`src/mie_pkg.sv`:
```
// Shared types and constants for the instruction execution subset
package mie_pkg;
  localparam int unsigned PC_W       = 11;
  localparam int unsigned DATA_W     = 8;
  localparam int unsigned ADDR_W     = 7;
  localparam int unsigned STACK_D    = 4;
  localparam logic [3:0]  BCD_MAX    = 4'h9;
  localparam logic [3:0]  BCD_FIX    = 4'h6;
  localparam logic [7:0]  ONE_BYTE   = 8'h01;
  localparam logic [7:0]  ZERO_BYTE  = 8'h00;
  localparam logic [PC_W-1:0] PC_RESET = 11'h000;
  localparam logic [PC_W-1:0] IRQ_VECTOR = 11'h004;

  // Decoded operations presented by fetch
  typedef enum logic [4:0] {
    MIE_IDLE_OP,
    MIE_WD_PRECLEAR_FIRST,
    MIE_WD_PRECLEAR_SECOND,
    MIE_INVERT_MEMORY,
    MIE_INVERT_TO_WORKING,
    MIE_BCD_ADJUST,
    MIE_SUB_ONE_MEMORY,
    MIE_SUB_ONE_TO_WORKING,
    MIE_ADD_ONE_MEMORY,
    MIE_ADD_ONE_TO_WORKING,
    MIE_POWER_DOWN,
    MIE_BRANCH_ABSOLUTE,
    MIE_COPY_MEM_TO_WORKING,
    MIE_COPY_IMM_TO_WORKING,
    MIE_COPY_WORKING_TO_MEM,
    MIE_OR_MEM_TO_WORKING,
    MIE_OR_IMM_TO_WORKING,
    MIE_BITWISE_OR_TO_MEMORY,
    MIE_SUBROUTINE_EXIT,
    MIE_SUBROUTINE_EXIT_VALUE,
    MIE_INTERRUPT_EXIT,
    MIE_ROTATE_LEFT_MEMORY,
    MIE_ROTATE_LEFT_TO_WORKING,
    MIE_CALL
  } mie_op_e;

  typedef struct packed {
    mie_op_e             op;
    logic [ADDR_W-1:0]   mem_addr;
    logic [DATA_W-1:0]   imm;
    logic [PC_W-1:0]     target;
  } mie_instr_s;

  typedef struct packed {
    logic                 we;
    logic [ADDR_W-1:0]    addr;
    logic [DATA_W-1:0]    wdata;
  } mie_mem_wr_s;

  typedef struct packed {
    logic zero;
    logic carry;
    logic half_carry;
    logic watchdog_timeout_flag;
    logic sleep_entered_flag;
  } mie_flags_s;
endpackage

```
`src/mie_stack.sv`:
```
// Return address stack built from flip-flops
`timescale 1ns/1ps
`default_nettype none
module mie_stack #(
  parameter int unsigned DEPTH = mie_pkg::STACK_D,
  parameter int unsigned WIDTH = mie_pkg::PC_W
) (
  input  wire logic             i_clk,
  input  wire logic             i_resetn,
  input  wire logic             i_push,
  input  wire logic             i_pop,
  input  wire logic [WIDTH-1:0] i_data,
  output logic      [WIDTH-1:0] o_top
);
  import mie_pkg::*;
  localparam int unsigned PW = (DEPTH > 1) ? $clog2(DEPTH) : 1;

  initial begin
    if (DEPTH < 2 || (DEPTH & (DEPTH - 1)) != 0) begin
      $error("stack depth must be a power of two of at least 2");
    end
  end

  logic [WIDTH-1:0] mem_q [DEPTH];
  logic [PW-1:0]    ptr_q;
  wire  [PW-1:0]    ptr_dec = ptr_q - PW'(1);

  // Wrapping pointer: overflow overwrites the oldest entry
  assign o_top = mem_q[ptr_dec];

  always_ff @(posedge i_clk) begin
    if (!i_resetn) begin
      ptr_q <= '0;
    end else if (i_push) begin
      ptr_q <= ptr_q + PW'(1);
    end else if (i_pop) begin
      ptr_q <= ptr_dec;
    end
  end

  always_ff @(posedge i_clk) begin
    if (i_push) begin
      mem_q[ptr_q] <= i_data;
    end
  end
endmodule
`default_nettype wire

```
`src/mie_exec.sv`:
```
// Execution unit for a subset of the 8-bit core instruction set
//
// Chosen here: the strobed register port and the address map.
`timescale 1ns/1ps
`default_nettype none
// Operation
// - Pre-clears act only when alternated
// - Effective clear resets counter, timeout, sleep
// - Invert memory byte, zero flag only
// - Invert-to-working leaves memory, sets zero
// - Low nibble plus six if >9/half-carry
// - High nibble plus six, result to memory
// - BCD adjust touches only carry
// - Decrement byte or to working, zero flag
// - Increment byte or to working, zero flag
// - Power-down halts, keeps program counter and working register
// - Power-down clears watchdog, sets sleep flag
// - Branch loads target, two cycles, no flags
// - Copies move data, no flags
// - Idle op changes nothing but the program counter
// - OR into working updates zero
// - OR to memory writes back, zero
// - Return pops program counter, no flags
// - Return-with-value loads immediate too
// - Interrupt return sets global enable, clears it if an interrupt is pending
// - Rotate left, bit seven wraps, no flags
// - Program counter writes take two cycles
module mie_exec #(
  parameter int unsigned WD_W = 16
) (
  input  wire logic                        i_clk,
  input  wire logic                        i_resetn,
  input  wire logic                        i_instr_valid,
  input  wire mie_pkg::mie_instr_s         i_instr,
  input  wire logic [mie_pkg::DATA_W-1:0]  i_mem_rdata,
  input  wire logic                        i_irq_pending,
  input  wire logic                        i_wake,
  input  wire logic                        i_watchdog_overflow,
  output logic                             o_instr_ready,
  output logic [mie_pkg::ADDR_W-1:0]       o_mem_raddr,
  output mie_pkg::mie_mem_wr_s             o_mem_wr,
  output logic [mie_pkg::PC_W-1:0]         o_pc,
  output logic [mie_pkg::DATA_W-1:0]       o_working_register,
  output mie_pkg::mie_flags_s              o_flags,
  output logic                             o_global_irq_enable,
  output logic [WD_W-1:0]                  o_watchdog_counter,
  output logic                             o_clock_stopped
);
  import mie_pkg::*;

  initial begin
    if (WD_W < 2) begin
      $error("watchdog counter width too small");
    end
  end

  function automatic logic is_zero(input logic [DATA_W-1:0] v);
    return v == ZERO_BYTE;
  endfunction

  function automatic logic nib_fix(input logic [3:0] n, input logic f);
    return (n > BCD_MAX) || f;
  endfunction

  // ---------------------------------------------------------------
  // State
  // ---------------------------------------------------------------
  typedef enum logic [1:0] {ST_RUN, ST_DUMMY, ST_SLEEP} mie_state_e;

  mie_state_e        state_q, state_d;
  logic [PC_W-1:0]   pc_q, pc_d;
  logic [DATA_W-1:0] acc_q, acc_d;
  mie_flags_s        flg_q, flg_d;
  logic              gie_q, gie_d;
  logic [WD_W-1:0]   wd_q, wd_d;
  logic              last_pre_q, last_pre_d;
  logic              pre_seen_q, pre_seen_d;
  mie_mem_wr_s       wr_q, wr_d;
  logic              wake_meta_q, wake_sync_q;

  // ---------------------------------------------------------------
  // Decode and datapath
  // ---------------------------------------------------------------
  wire               take    = i_instr_valid && (state_q == ST_RUN);
  wire mie_op_e      op      = i_instr.op;
  wire [DATA_W-1:0]  m       = i_mem_rdata;
  wire [DATA_W-1:0]  inv_v   = ~m;
  wire [DATA_W-1:0]  dec_v   = m - ONE_BYTE;
  wire [DATA_W-1:0]  inc_v   = m + ONE_BYTE;
  wire [DATA_W-1:0]  rol_v   = {m[DATA_W-2:0], m[DATA_W-1]};
  wire [DATA_W-1:0]  orm_v   = acc_q | m;
  wire [DATA_W-1:0]  ori_v   = acc_q | i_instr.imm;
  wire               fix_lo  = nib_fix(acc_q[3:0], flg_q.half_carry);
  wire [4:0]         lo_sum  = {1'b0, acc_q[3:0]} + (fix_lo ? {1'b0, BCD_FIX} : 5'h00);
  wire [3:0]         hi_in   = acc_q[7:4] + {3'h0, lo_sum[4]};
  wire               fix_hi  = nib_fix(hi_in, flg_q.carry) || (lo_sum[4] && acc_q[7:4] == 4'hF);
  wire [4:0]         hi_sum  = {1'b0, hi_in} + (fix_hi ? {1'b0, BCD_FIX} : 5'h00);
  wire [DATA_W-1:0]  bcd_v   = {hi_sum[3:0], lo_sum[3:0]};
  wire               bcd_c   = hi_sum[4] || flg_q.carry || (lo_sum[4] && acc_q[7:4] == 4'hF);
  wire               is_pre1 = (op == MIE_WD_PRECLEAR_FIRST);
  wire               is_pre2 = (op == MIE_WD_PRECLEAR_SECOND);
  wire               pre_hit = take && (is_pre1 || is_pre2) && pre_seen_q && (last_pre_q != is_pre2);
  wire               two_cyc = (op == MIE_BRANCH_ABSOLUTE) || (op == MIE_SUBROUTINE_EXIT) ||
                               (op == MIE_SUBROUTINE_EXIT_VALUE) || (op == MIE_INTERRUPT_EXIT) ||
                               (op == MIE_CALL);
  wire               ret_op  = take && ((op == MIE_SUBROUTINE_EXIT) || (op == MIE_SUBROUTINE_EXIT_VALUE) ||
                               (op == MIE_INTERRUPT_EXIT));
  wire               irq_go  = take && (op == MIE_INTERRUPT_EXIT) && i_irq_pending;
  wire               push    = (take && op == MIE_CALL) || irq_go;
  wire [PC_W-1:0]    stk_top;
  wire [PC_W-1:0]    push_v  = irq_go ? stk_top : pc_q + PC_W'(1);

  mie_stack #(
    .DEPTH (STACK_D),
    .WIDTH (PC_W)
  ) u_stack (
    .i_clk    (i_clk),
    .i_resetn (i_resetn),
    .i_push   (push && !irq_go),
    .i_pop    (ret_op && !irq_go),
    .i_data   (push_v),
    .o_top    (stk_top)
  );

  always_comb begin
    state_d    = state_q;
    pc_d       = pc_q;
    acc_d      = acc_q;
    flg_d      = flg_q;
    gie_d      = gie_q;
    wd_d       = i_watchdog_overflow ? '0 : wd_q + WD_W'(1);
    last_pre_d = last_pre_q;
    pre_seen_d = pre_seen_q;
    wr_d       = '0;
    unique case (state_q)
      ST_DUMMY: begin
        state_d = ST_RUN;
      end
      ST_SLEEP: begin
        wd_d = wd_q;
        if (wake_sync_q) begin
          state_d = ST_RUN;
        end
      end
      ST_RUN: begin
        if (take) begin
          pc_d = pc_q + PC_W'(1);
          if (two_cyc) begin
            state_d = ST_DUMMY;
          end
          unique case (op)
            MIE_IDLE_OP: begin
            end
            MIE_WD_PRECLEAR_FIRST, MIE_WD_PRECLEAR_SECOND: begin
              last_pre_d = is_pre2;
              pre_seen_d = 1'b1;
              if (pre_hit) begin
                wd_d = '0;
                flg_d.watchdog_timeout_flag = 1'b0;
                flg_d.sleep_entered_flag = 1'b0;
                pre_seen_d = 1'b0;
              end
            end
            MIE_INVERT_MEMORY: begin
              wr_d = '{1'b1, i_instr.mem_addr, inv_v};
              flg_d.zero = is_zero(inv_v);
            end
            MIE_INVERT_TO_WORKING: begin
              acc_d = inv_v;
              flg_d.zero = is_zero(inv_v);
            end
            MIE_BCD_ADJUST: begin
              wr_d = '{1'b1, i_instr.mem_addr, bcd_v};
              flg_d.carry = bcd_c;
            end
            MIE_SUB_ONE_MEMORY: begin
              wr_d = '{1'b1, i_instr.mem_addr, dec_v};
              flg_d.zero = is_zero(dec_v);
            end
            MIE_SUB_ONE_TO_WORKING: begin
              acc_d = dec_v;
              flg_d.zero = is_zero(dec_v);
            end
            MIE_ADD_ONE_MEMORY: begin
              wr_d = '{1'b1, i_instr.mem_addr, inc_v};
              flg_d.zero = is_zero(inc_v);
            end
            MIE_ADD_ONE_TO_WORKING: begin
              acc_d = inc_v;
              flg_d.zero = is_zero(inc_v);
            end
            MIE_POWER_DOWN: begin
              state_d = ST_SLEEP;
              wd_d = '0;
              flg_d.sleep_entered_flag = 1'b1;
              flg_d.watchdog_timeout_flag = 1'b0;
            end
            MIE_BRANCH_ABSOLUTE, MIE_CALL: begin
              pc_d = i_instr.target;
            end
            MIE_COPY_MEM_TO_WORKING: begin
              acc_d = m;
            end
            MIE_COPY_IMM_TO_WORKING: begin
              acc_d = i_instr.imm;
            end
            MIE_COPY_WORKING_TO_MEM: begin
              wr_d = '{1'b1, i_instr.mem_addr, acc_q};
            end
            MIE_OR_MEM_TO_WORKING: begin
              acc_d = orm_v;
              flg_d.zero = is_zero(orm_v);
            end
            MIE_OR_IMM_TO_WORKING: begin
              acc_d = ori_v;
              flg_d.zero = is_zero(ori_v);
            end
            MIE_BITWISE_OR_TO_MEMORY: begin
              wr_d = '{1'b1, i_instr.mem_addr, orm_v};
              flg_d.zero = is_zero(orm_v);
            end
            MIE_SUBROUTINE_EXIT: begin
              pc_d = stk_top;
            end
            MIE_SUBROUTINE_EXIT_VALUE: begin
              pc_d = stk_top;
              acc_d = i_instr.imm;
            end
            MIE_INTERRUPT_EXIT: begin
              // Pending service runs first; return address stays stacked
              pc_d = irq_go ? IRQ_VECTOR : stk_top;
              gie_d = !irq_go;
            end
            MIE_ROTATE_LEFT_MEMORY: begin
              wr_d = '{1'b1, i_instr.mem_addr, rol_v};
            end
            MIE_ROTATE_LEFT_TO_WORKING: begin
              acc_d = rol_v;
            end
            default: begin
            end
          endcase
        end
      end
    endcase
    // Timeout wins over any clear in the same cycle
    if (i_watchdog_overflow) begin
      flg_d.watchdog_timeout_flag = 1'b1;
    end
  end

  // ---------------------------------------------------------------
  // Registers
  // ---------------------------------------------------------------
  always_ff @(posedge i_clk) begin
    if (!i_resetn) begin
      state_q    <= ST_RUN;
      pc_q       <= PC_RESET;
      acc_q      <= ZERO_BYTE;
      flg_q      <= '0;
      gie_q      <= 1'b0;
      wd_q       <= '0;
      last_pre_q <= 1'b0;
      pre_seen_q <= 1'b0;
      wr_q       <= '0;
    end else begin
      state_q    <= state_d;
      pc_q       <= pc_d;
      acc_q      <= acc_d;
      flg_q      <= flg_d;
      gie_q      <= gie_d;
      wd_q       <= wd_d;
      last_pre_q <= last_pre_d;
      pre_seen_q <= pre_seen_d;
      wr_q       <= wr_d;
    end
  end

  // ---------------------------------------------------------------
  // Wake synchroniser
  // ---------------------------------------------------------------
  // Wake comes from pins, outside the core clock
  always_ff @(posedge i_clk) begin
    if (!i_resetn) begin
      wake_meta_q <= 1'b0;
      wake_sync_q <= 1'b0;
    end else begin
      wake_meta_q <= i_wake;
      wake_sync_q <= wake_meta_q;
    end
  end

  assign o_instr_ready       = (state_q == ST_RUN);
  assign o_mem_raddr         = i_instr.mem_addr;
  assign o_mem_wr            = wr_q;
  assign o_pc                = pc_q;
  assign o_working_register  = acc_q;
  assign o_flags             = flg_q;
  assign o_global_irq_enable = gie_q;
  assign o_watchdog_counter  = wd_q;
  assign o_clock_stopped     = (state_q == ST_SLEEP);
endmodule
`default_nettype wire

```
`config.mk`:
```
export PLATFORM = sky130hd
export DESIGN_NAME = mie_exec
export DESIGN_NICKNAME = d
export VERILOG_FILES = /design/src/mie_pkg.sv /design/src/mie_stack.sv /design/src/mie_exec.sv
export SDC_FILE = /design/constraint.sdc
export NUM_CORES = 1
export LEC_CHECK = 0
export ABC_AREA = 1
export BUFFER_PORTS_ARGS = -buffer_cell sky130_fd_sc_hd__buf_4
export CORE_ASPECT_RATIO = 0.7
export CORE_MARGIN = 1.5
export CORE_UTILIZATION = 57
export CTS_BUF_LIST = sky130_fd_sc_hd__clkbuf_16
export CTS_CLUSTER_SIZE = 30
export DETAILED_ROUTE_END_ITERATION = 16
export PLACE_DENSITY = 0.78
export SLEW_MARGIN = 20
export SYNTH_ARGS = -nofsm -noshare
export SYNTH_HDL_FRONTEND = slang
export SYNTH_SLANG_ARGS = --single-unit
```
`constraint.sdc`:
```
create_clock -name i_clk -period 3.1 [get_ports i_clk]
set_clock_uncertainty 0.05 [all_clocks]
set_input_delay 0.155 -clock i_clk [delete_from_list [all_inputs] [get_ports i_clk]]
set_output_delay 0.155 -clock i_clk [all_outputs]
set_load 0.02 [all_outputs]
```
==> results of run 1 <==
==> synth_stat cells, types with 2 or more instances <==
cell type                  count  area, µm²
sky130_fd_sc_hd__nand3b_1      3      22.52
sky130_fd_sc_hd__nor2_2        7      43.79
sky130_fd_sc_hd__inv_2         5      18.77
sky130_fd_sc_hd__nor2_1      148      555.5
sky130_fd_sc_hd__o21ai_0      58      290.3
sky130_fd_sc_hd__o21a_1        3      22.52
sky130_fd_sc_hd__xnor2_1       3      26.28
sky130_fd_sc_hd__o211ai_1      5      37.54
sky130_fd_sc_hd__a211oi_1      3      22.52
sky130_fd_sc_hd__o221ai_1      2      17.52
sky130_fd_sc_hd__ha_1         16      200.2
sky130_fd_sc_hd__nand2_1     259      972.2
sky130_fd_sc_hd__a221oi_1      2      17.52
sky130_fd_sc_hd__dfxtp_1      64       1281
sky130_fd_sc_hd__a21oi_1      51      255.2
sky130_fd_sc_hd__nand3_1      67      335.3
sky130_fd_sc_hd__a31oi_1       7      43.79
sky130_fd_sc_hd__nor3_1       13      65.06
sky130_fd_sc_hd__edfxtp_1     44       1321
sky130_fd_sc_hd__nand2_2       4      25.02
sky130_fd_sc_hd__xor2_1       10      87.58
sky130_fd_sc_hd__inv_1        95      356.6
sky130_fd_sc_hd__nand3_2       2      20.02
sky130_fd_sc_hd__o22ai_1      24      150.1
sky130_fd_sc_hd__clkbuf_1     19      71.32
sky130_fd_sc_hd__buf_4        10      75.07
sky130_fd_sc_hd__or2_2         5      31.28
sky130_fd_sc_hd__clkinv_1      2      7.510
sky130_fd_sc_hd__buf_2         3      15.01
sky130_fd_sc_hd__nor2_4        4      45.04
sky130_fd_sc_hd__nand4_1      14      87.58
==> how the worst min path moves through the flow <==
stage | end | slack, ns | cells after the start
after floorplan | wake_meta_q | 0.20 | 2
after global placement | wake_meta_q | 0.30 | 3
after detailed placement | wake_meta_q | 0.31 | 3
after global routing | o_flags[1] | 0.003 | 3
after CTS | o_flags[1] | 0.005 | 3
final | o_flags[1] | 0.02 | 3
==> kinds of logic (layout without fill, tap and decap cells) <==
group / count (synthesis) / in the layout / synth area share, %
buffers and inverters: 137 / 247 / 8.476
XOR/XNOR: 13 / 13 / 1.710
adder cells (fa/ha/maj): 16 / 16 / 3.007
other: 1 / 1 / 0.05633
flip-flops: 108 / 108 / 39.09
AO/OA/AOI/OAI: 163 / 163 / 14.19
AND/OR/NAND/NOR: 529 / 529 / 33.47
==> power by group <==
part           internal, W  switching, W
clock             0.000551      0.000533
combinational     0.000185      0.000364
sequential         0.00151     0.0000333
==> worst max-delay path, cell delays in order (launching register included) <==
cell and delay [ns]:
sky130_fd_sc_hd__dfxtp_2 0.40, sky130_fd_sc_hd__inv_1 0.09, sky130_fd_sc_hd__a21oi_1 0.19, sky130_fd_sc_hd__ha_1 0.20, sky130_fd_sc_hd__nand3_1 0.09, sky130_fd_sc_hd__nand2_1 0.12, sky130_fd_sc_hd__ha_1 0.22, sky130_fd_sc_hd__ha_1 0.26
sky130_fd_sc_hd__nand3b_1 0.17, sky130_fd_sc_hd__nand2_1 0.10, sky130_fd_sc_hd__nand2_1 0.09, sky130_fd_sc_hd__ha_1 0.21, sky130_fd_sc_hd__ha_1 0.28, sky130_fd_sc_hd__nand2_1 0.07, sky130_fd_sc_hd__o211ai_1 0.09, sky130_fd_sc_hd__nor3_1 0.15
sky130_fd_sc_hd__nor2_1 0.05
==> sequential cells by signal, summed over array words and instances (netlist names) <==
signal,count
u_stack.mem_q,44
o_pc,11
u_stack.ptr_q,2
o_mem_wr,16
state_q,2
wake_sync_q,1
o_working_register,8
pre_seen_q,1
o_flags,4
wake_meta_q,1
o_global_irq_enable,1
o_watchdog_counter,16
last_pre_q,1
==> layer usage <==
layer | global-route usage (%) | up-vias
li1 | - | 3393
met1 | 50.96 | 3154
met2 | 47.12 | 461
met3 | 11.82 | 34
met4 | 5.586 | 0
met5 | 0 | -
==> cell type report <==
cell class | count | area (µm²)
multi-input combinational | 722 | 3491
tap | 153 | 191.4
timing repair buffer | 128 | 980.9
clock inverter | 7 | 51.30
fill | 978 | 3278
sequential | 108 | 2605
clock buffer | 9 | 225.2
inverter | 103 | 387.9
==> through the flow <==
stage               setup slack [ns]  power, W  cells  area [µm²]
finish                        0.1749  0.003173   1230        7933
global route                 0.02017  0.003292   1230        7933
CTS                           0.1428  0.003162   1230        7930
detailed placement            0.1669  0.002089   1206        7574
global placement              0.3528  0.002085   1206        7574
floorplan                     0.2170  0.001887    967        6658
==> what timing repair did <==
action / CTS / global route
endpoints found under the setup margin: 0 / 2
endpoints found under the hold margin: 8 / 0
hold buffers: 8 / 0
resized for setup: 0 / 2
==> cell usage in the layout (no fill, tap or decap), types with 4 or more instances in the layout <==
cell type	count
sky130_fd_sc_hd__a21oi_1	51
sky130_fd_sc_hd__inv_2	6
sky130_fd_sc_hd__nand2_2	4
sky130_fd_sc_hd__dlygate4sd3_1	8
sky130_fd_sc_hd__edfxtp_1	44
sky130_fd_sc_hd__nand2_1	259
sky130_fd_sc_hd__o22ai_1	24
sky130_fd_sc_hd__nand3_1	67
sky130_fd_sc_hd__nor3_1	13
sky130_fd_sc_hd__nand4_1	14
sky130_fd_sc_hd__or2_2	5
sky130_fd_sc_hd__o21ai_0	58
sky130_fd_sc_hd__a31oi_1	7
sky130_fd_sc_hd__ha_1	16
sky130_fd_sc_hd__clkbuf_16	9
sky130_fd_sc_hd__xor2_1	10
sky130_fd_sc_hd__buf_4	120
sky130_fd_sc_hd__dfxtp_1	62
sky130_fd_sc_hd__nor2_4	4
sky130_fd_sc_hd__nor2_1	148
sky130_fd_sc_hd__inv_1	95
sky130_fd_sc_hd__nor2_2	7
sky130_fd_sc_hd__o211ai_1	5
==> results_dict.tcl, run 1 <==
set metrics [dict create \
    run_status "finished clean" \
    detail-route-antenna-nets 0 \
    rr_startpoint "o_working_register[2]" \
    clock_path_buffers 2 \
    grt_setup_unrepaired "no" \
    synth_enable_flop_cells 44 \
    worst_ep_arrival_time_ns 3.11 \
    clock_tree.root_cell "sky130_fd_sc_hd__clkbuf_16" \
    reg2regPathDepth 16 \
    antenna-diode-count 0 \
    syn_area_per_cell_um2 6.885 \
    crit_path_start_kind "flip-flop" \
    drt_iter0_markers 802 \
    final_max_slew_viol_count 0 \
    cap_violations 0 \
    global_route_usage_sum_pct 33.94 \
    cts.sink_count 108 \
    dominantRegCellSynth "sky130_fd_sc_hd__dfxtp_1" \
    first_global_vias 6183 \
    synth.net_count 1028 \
    finalCritPeriodShare_pct 94.36 \
    final_period_minus_worst_setup_slack_ns 2.925 \
    cts_setup_buffers 0 \
    wire_length_of_the_first_global_routing_pass_um 32730 \
    achievable-frequency_ghz 0.3419 \
    wl_met1_um 9349 \
    met3_length_um 3215 \
    synth-seq-area-share_pct 39.09 \
    worst_setup_path_end_kind "flip-flop" \
    hold_viol 0 \
    maximum_number_of_pins_on_one_net_before_global_route_repair 30 \
    gpl.final_weighted_congestion 1.107 \
    mappedNetlistArea_um2 6658 \
    min_from "i_watchdog_overflow" \
    timing.final.setup_violations 0 \
    buffer_ports.inserted 109 \
    worst_setup_path_startpoint "o_working_register[2]" \
    floorplan.rows 32 \
    drt_pass1_iterations 6 \
    worstMarginPinSlew_ns 0.6750 \
    cts_h_tree_depth 3 \
    drcViolationCount 0 \
    post-dp-hpwl_um 15150 \
    utilization_pct 70.76 \
    dieHeight_um 93.42 \
    core_region_area_um2 11210 \
    via_count 7042 \
    slew_headroom_pct 54.84 \
    ffs_latches_synth 108 \
    drt-vias-per-instance 5.725 \
    gr-total-overflow 0 \
    critPathKind "flip-flop to flip-flop" \
    initial_core_util_pct 59.39 \
    wirelength_um 20920 \
    crit_fanout 7 \
    rr_endpoint "o_mem_wr[6]" \
    power.density_cell_area_nw_per_um2 400.0 \
    yosys_warnings 0 \
    path_clk_slew_ns 0.07 \
    tns_ns 0 \
    required_ns 3.29 \
    hold_path.class "input pin to flip-flop" \
    reg2reg_slack_ns 0.17 \
    post_drt_wl_per_cell_um 17.01 \
    holdWs_ns 0.01564 \
    yosys.cell_types.count 46 \
    total_met2_wirelength_after_detailed_routing_um 8133 \
    clk-insertion-delay-late_ns 0.34 \
    worst_ir_drop_vdd_mv 0.2906 \
    die_width_um 132.2 \
    pin_count 111 \
    leakage_power_summed_over_all_cells_nw 3.600 \
    layout-area-overhead-vs-synth_pct 19.15 \
    antenna_violations_before_repair 0 \
    fin_nets 1133 \
    route.top_layer_used "met4" \
    die_area_um2 12350 \
    syn-instance-count 967 \
    drive_gt1_share_pct 15.88 \
    cts-buffers-inserted 9 \
    crit_path_end "o_mem_wr[6]" \
    async_reset_ff_share_pct 0 \
    cts_tree "built" \
]
No activity file was read; power rests on OpenSTA's default activity.
==> run 2: changes to the inputs <==
- BUFFER_PORTS_ARGS: -buffer_cell sky130_fd_sc_hd__buf_4 -> default
- CORE_UTILIZATION: 57 -> 58
- DONT_BUFFER_PORTS: default -> 1
- PLACE_DENSITY: 0.78 -> 0.73
- clock period: 3.1 -> 2.5 ns (I/O delays scaled with it)
==> run 2 against run 1 <==
The run now ends with negative setup slack left. Clock power rose by 31%. Sequential cell count did not move. Worst hold slack got worse by 0.0034 ns.
==> results_dict.tcl, run 2 (synthesized netlist as in run 1, its figures left out) <==
set metrics [dict create \
    reg2regPathDepth 16 \
    clock_path_buffers 2 \
    registers.top_by_ff_count "u_stack.mem_q" \
    reg2reg_slack_ns -0.06 \
    antenna_violations_before_repair 0 \
    cap_violations 0 \
    required_ns 2.69 \
    crit_fanout 2 \
    largest_register_ffs 44 \
    path_clk_slew_ns 0.08 \
    pin_count 111 \
    run_status "complete, but fails checks" \
    worst_setup_path_end_kind "flip-flop" \
    core_region_area_um2 11090 \
    layout-area-overhead-vs-synth_pct 12.80 \
    postPlaceCellArea_um2 6953 \
    rr_startpoint "o_working_register[2]" \
    final_max_slew_viol_count 0 \
    leakage_power_summed_over_all_cells_nw 3.210 \
    cts_tree "built" \
    maximum_number_of_pins_on_one_net_before_global_route_repair 30 \
    crit_path_start_kind "flip-flop" \
    antenna-diode-count 0 \
    floorplan.rows 32 \
    wirelength_um 22750 \
    first_global_vias 6522 \
    global_route_usage_sum_pct 38.31 \
    mostFrequentLayoutCells "sky130_fd_sc_hd__nand2_1, sky130_fd_sc_hd__nor2_1, sky130_fd_sc_hd__inv_1" \
    worst_ep_arrival_time_ns 2.76 \
    worst_setup_path_startpoint "o_working_register[2]" \
    timing.final.setup_violations 1 \
    grt_setup_unrepaired "yes" \
    via_count 7071 \
    detail-route-antenna-nets 0 \
    worstMarginPinSlew_ns 0.9347 \
    finish.instance_area_um2 7510 \
    final_period_minus_worst_setup_slack_ns 2.564 \
    path_cells "inv_2 -> a21oi_2 -> ha_2 -> nand3_2 -> nand2_4 -> ha_4 -> ha_4 -> nand3b_1 -> nand2_2 -> nand2_4 -> ha_4 -> ha_4 -> nand2_2 -> o211ai_1 -> nor3_1 -> nor2_1" \
    post_drt_wl_per_cell_um 19.69 \
    cell_with_the_largest_stage_delay_on_the_worst_path "sky130_fd_sc_hd__dfxtp_2" \
    tns_ns -0.06365 \
    crit_path_end "o_mem_wr[6]" \
    wire_length_of_the_first_global_routing_pass_um 34800 \
    buffer_ports.inserted 0 \
    initial_core_util_pct 60.03 \
    fin_nets 1058 \
    gpl.final_weighted_congestion 1.028 \
    drcViolationCount 0 \
    gr-total-overflow 0 \
    drt-vias-per-instance 6.122 \
    cts-buffers-inserted 9 \
    critPathMostFrequentCell "sky130_fd_sc_hd__ha_4" \
    cts.sink_count 108 \
    clock_tree.root_cell "sky130_fd_sc_hd__clkbuf_16" \
    die_width_um 131.1 \
    worst_ir_drop_vdd_mv 0.4259 \
    achievable-frequency_ghz 0.3901 \
    rr_endpoint "o_mem_wr[6]" \
    hold_viol 0 \
    final_common_cell "sky130_fd_sc_hd__nand2_1" \
    drive_gt1_share_pct 10.58 \
    critPathKind "flip-flop to flip-flop" \
    power.density_cell_area_nw_per_um2 522.9 \
    crit_path_max_incr_delay_ns 0.33 \
    hold_path.class "input pin to flip-flop" \
    slew_headroom_pct 37.48 \
    die_area_um2 12140 \
    post-dp-hpwl_um 16710 \
    dieHeight_um 92.64 \
    cts_h_tree_depth 3 \
    clk-insertion-delay-late_ns 0.35 \
    depth_of_the_worst_hold_timing_path 3 \
    drt_pass1_iterations 7 \
    final_critical_path_setup_slack_ns -0.06365 \
    drt_iter0_markers 914 \
    violations "negative setup slack" \
    finalCritPeriodShare_pct 102.5 \
]
## run 2: cell count changes in the layout (fill, tap and decap cells not counted), moves of 2 or more
cell / change
sky130_fd_sc_hd__buf_4: -84
sky130_fd_sc_hd__nand2_4: +2
sky130_fd_sc_hd__dlygate4sd3_1: +9
sky130_fd_sc_hd__ha_1: -5
sky130_fd_sc_hd__inv_1: -4
sky130_fd_sc_hd__nand2_1: -7
sky130_fd_sc_hd__inv_2: +4
sky130_fd_sc_hd__nand2_2: +5
sky130_fd_sc_hd__ha_4: +4
## run 2: metrics by stage
step                      setup slack, ns  hold slack [ns]  util (%)  std cells  power, W
after global routing              -0.2342          0.02779     67.71       1155  0.004043
after detailed placement          -0.1481           0.1796     62.69       1115  0.002480
final                            -0.06365          0.01223     67.71       1155  0.003927
after CTS                        -0.03125         0.004903     67.42       1152  0.003896
after global placement            0.02166           0.1755     62.69       1115  0.002471
after floorplan                  -0.07768           0.1726         -        967  0.002348
## run 2: worst max-delay path: cells and delay by family, from the launching register on
family	cells	cell delay, ns
AND/OR/NAND/NOR	8	0.83
adder cells (fa/ha/maj)	5	0.96
buffers and inverters	1	0.04
AO/OA/AOI/OAI	2	0.23
flip-flops	1	0.33
## run 2: how the worst min path moves through the flow
stage,from,slack [ns],endpoint
detailed placement,i_resetn,0.18,wake_meta_q
floorplan,i_wake,0.17,wake_meta_q
finish,i_mem_rdata[1],0.01,o_working_register[1]
global placement,i_resetn,0.18,wake_meta_q
global route,i_mem_rdata[1],0.03,o_working_register[1]
CTS,i_mem_rdata[1],0.005,o_working_register[1]
## run 2: cell type report
type                    instances  area, µm²
clock buffers                  10      250.2
clock inverters                 6      51.30
fillers                       946       3581
inverters                     103      387.9
multi-input cells             722       3580
flip-flops and latches        108       2609
well taps                     153      191.4
repair buffers                 53      440.4
## run 2: routing by layer
metal	GRT usage [%]	vias to the layer above	share of wire, %
met5	0	-	0
met2	55.15	512	41
met3	15.60	52	15
met1	53.27	3271	42
li1	-	3236	-
met4	9.432	0	1.9
## run 2: repair_timing
action	4_1_cts	5_1_grt
buffers inserted	4	3
setup endpoints to repair	2	3
hold endpoints to repair	30	0
pin swaps	11	9
resized for setup	6	5
hold buffers	17	0
## run 2: power by group
| part | switching [W] | internal, W | total [W] |
|---|---|---|---|
| registers | 0.0000554 | 0.00187 | 0.00192 |
| clock network | 0.000677 | 0.000746 | 0.00142 |
| logic | 0.000398 | 0.000181 | 0.000579 |
| total | 0.00113 | 0.00280 | 0.00393 |
==> run 3: changes to the inputs <==
- CORE_UTILIZATION: 58 -> 60
- CTS_BUF_LIST: sky130_fd_sc_hd__clkbuf_16 -> sky130_fd_sc_hd__clkbuf_8
- PLACE_DENSITY: 0.73 -> 0.76
==> run 3 against run 2 <==
The flow still finishes with violations (negative setup slack). Non-clock buffer count increased by 6. Combinational power grew 1%. Sequential power about the same. Die area fell by 3.2%. Critical path depth did not move. Total power decreased by 8.2%. Sequential share of layout area rose by 0.19 points. Clock-buffer cell count down 1. Design area decreased by 0.55%. Fmax decreased by 2.1%. Clock power fell by 23%. Register-to-register slack worse by 0.06 ns. Critical path type unchanged.
==> results_dict.tcl, run 3 (synthesized netlist as in run 1, its figures left out) <==
set metrics [dict create \
    postPlaceCellArea_um2 6962 \
    post-dp-hpwl_um 16300 \
    drcViolationCount 0 \
    clock_path_buffers 2 \
    clk-insertion-delay-late_ns 0.38 \
    die_area_um2 11750 \
    final_period_minus_worst_setup_slack_ns 2.619 \
    mostFrequentLayoutCells "sky130_fd_sc_hd__nand2_1, sky130_fd_sc_hd__nor2_1, sky130_fd_sc_hd__inv_1" \
    antenna-diode-count 0 \
    cts.sink_count 108 \
    required_ns 2.72 \
    cap_violations 0 \
    path_clk_slew_ns 0.10 \
    layout-area-overhead-vs-synth_pct 12.18 \
    rr_endpoint "o_mem_wr[6]" \
    cts_tree "built" \
    finish.instance_area_um2 7468 \
    floorplan.rows 31 \
    core_region_area_um2 10550 \
    drt_pass1_iterations 8 \
    drt-vias-per-instance 6.075 \
    depth_of_the_worst_hold_timing_path 3 \
    run_status "complete, but fails checks" \
    reg2reg_slack_ns -0.12 \
    first_global_vias 6485 \
    gr-total-overflow 0 \
    hold_viol 0 \
    detail-route-antenna-nets 0 \
    final_common_cell "sky130_fd_sc_hd__nand2_1" \
    crit_path_start_kind "flip-flop" \
    finalCritPeriodShare_pct 104.8 \
    timing.final.setup_violations 3 \
    clock_tree.root_cell "sky130_fd_sc_hd__clkbuf_8" \
    global_route_usage_sum_pct 38.52 \
    drt_iter0_markers 890 \
    worst_ir_drop_vdd_mv 0.3634 \
    cts-buffers-inserted 9 \
    min_from "i_mem_rdata[6]" \
    final_critical_path_setup_slack_ns -0.1195 \
    min_to "o_mem_wr[6]" \
    wire_length_of_the_first_global_routing_pass_um 34500 \
    achievable-frequency_ghz 0.3818 \
    buffer_ports.inserted 0 \
    reg2regPathDepth 16 \
    leakage_power_summed_over_all_cells_nw 3.190 \
    gpl.final_weighted_congestion 1.121 \
    worst_ep_arrival_time_ns 2.84 \
    initial_core_util_pct 63.10 \
    die_width_um 128.9 \
    pre_cts_slack_ns -0.1707 \
    dieHeight_um 91.13 \
    rr_startpoint "o_working_register[1]" \
    grt_setup_unrepaired "yes" \
    crit_fanout 3 \
    holdWs_ns 0.008042 \
    fin_nets 1064 \
    drive_gt1_share_pct 10.91 \
    cts_h_tree_depth 3 \
    antenna_violations_before_repair 0 \
    final_max_slew_viol_count 0 \
    power.density_cell_area_nw_per_um2 482.7 \
    slew_headroom_pct 40.01 \
    registers.top_by_ff_count "u_stack.mem_q" \
    largest_register_ffs 44 \
    critPathKind "flip-flop to flip-flop" \
    worst_setup_path_end_kind "flip-flop" \
    violations "negative setup slack" \
    pin_count 111 \
    worstMarginPinSlew_ns 0.8969 \
    wirelength_um 22230 \
    hold_path.class "input pin to flip-flop" \
    maximum_number_of_pins_on_one_net_before_global_route_repair 30 \
    post_drt_wl_per_cell_um 19.23 \
    via_count 7023 \
]
==> run 3: worst max path at each step <==
stage,start,end,slack [ns],cells past startpoint
finish,o_working_register[1],o_mem_wr[6],-0.12,16
global route,o_working_register[1],o_mem_wr[6],-0.25,16
CTS,o_working_register[1],o_mem_wr[6],-0.06,16
detailed placement,o_working_register[2],o_mem_wr[6],-0.17,16
global placement,o_working_register[2],o_mem_wr[6],-0.03,16
floorplan,o_working_register[3],o_mem_wr[6],-0.08,17
==> run 3: metrics by stage <==
step	power, W	TNS [ns]	std cells	util, %
2_1_floorplan	0.002348	-0.07768	967	-
3_3_place_gp	0.002461	-0.03047	1112	65.99
3_5_place_dp	0.002478	-0.2700	1112	65.99
4_1_cts	0.003579	-0.06236	1155	70.54
5_1_grt	0.003743	-0.6522	1156	70.79
6_report	0.003605	-0.1637	1156	70.79
==> run 3: cell type report <==
| type | count | area, µm² |
|---|---|---|
| clock buffers | 9 | 123.9 |
| well taps | 148 | 185.2 |
| multi-input cells | 722 | 3582 |
| repair buffers | 59 | 499.2 |
| flip-flops and latches | 108 | 2609 |
| clock inverters | 7 | 81.33 |
| inverters | 103 | 387.9 |
| fillers | 878 | 3082 |
==> run 3: critical path, stage by stage, from the launching register on <==
cell                       delay [ns]
sky130_fd_sc_hd__dfxtp_2         0.35
sky130_fd_sc_hd__inv_2           0.04
sky130_fd_sc_hd__a21oi_2         0.15
sky130_fd_sc_hd__ha_2            0.20
sky130_fd_sc_hd__nand3_2         0.10
sky130_fd_sc_hd__nand2_4         0.12
sky130_fd_sc_hd__ha_4            0.16
sky130_fd_sc_hd__ha_4            0.19
sky130_fd_sc_hd__nand3b_1        0.19
sky130_fd_sc_hd__nand2_2         0.11
sky130_fd_sc_hd__nand2_2         0.08
sky130_fd_sc_hd__ha_4            0.19
sky130_fd_sc_hd__ha_4            0.23
sky130_fd_sc_hd__nand2_2         0.06
sky130_fd_sc_hd__o211ai_1        0.09
sky130_fd_sc_hd__nor3_1          0.14
sky130_fd_sc_hd__nor2_1          0.05
==> run 3: routing by layer <==
metal / GRT usage, % / up-vias / routed length (µm)
met2: 54.81 / 519 / 9196
met4: 11.61 / 0 / 451
met5: 0 / - / 0
li1: - / 3250 / -
met3: 14.97 / 51 / 3643
met1: 53.72 / 3203 / 8941
==> run 3: report_power, final <==
group	switching [W]	total, W	internal, W
Sequential	0.0000548	0.00192	0.00187
Combinational	0.000398	0.000586	0.000188
Clock	0.000622	0.00109	0.000472
==> run 3: what timing repair did <==
| item | CTS | global route |
|---|---|---|
| hold buffers | 21 | 0 |
| buffers inserted | 6 | 1 |
| pin swaps | 12 | 4 |
| resized for setup | 6 | 7 |
| setup endpoints to repair | 3 | 4 |
| hold endpoints to repair | 32 | 0 |
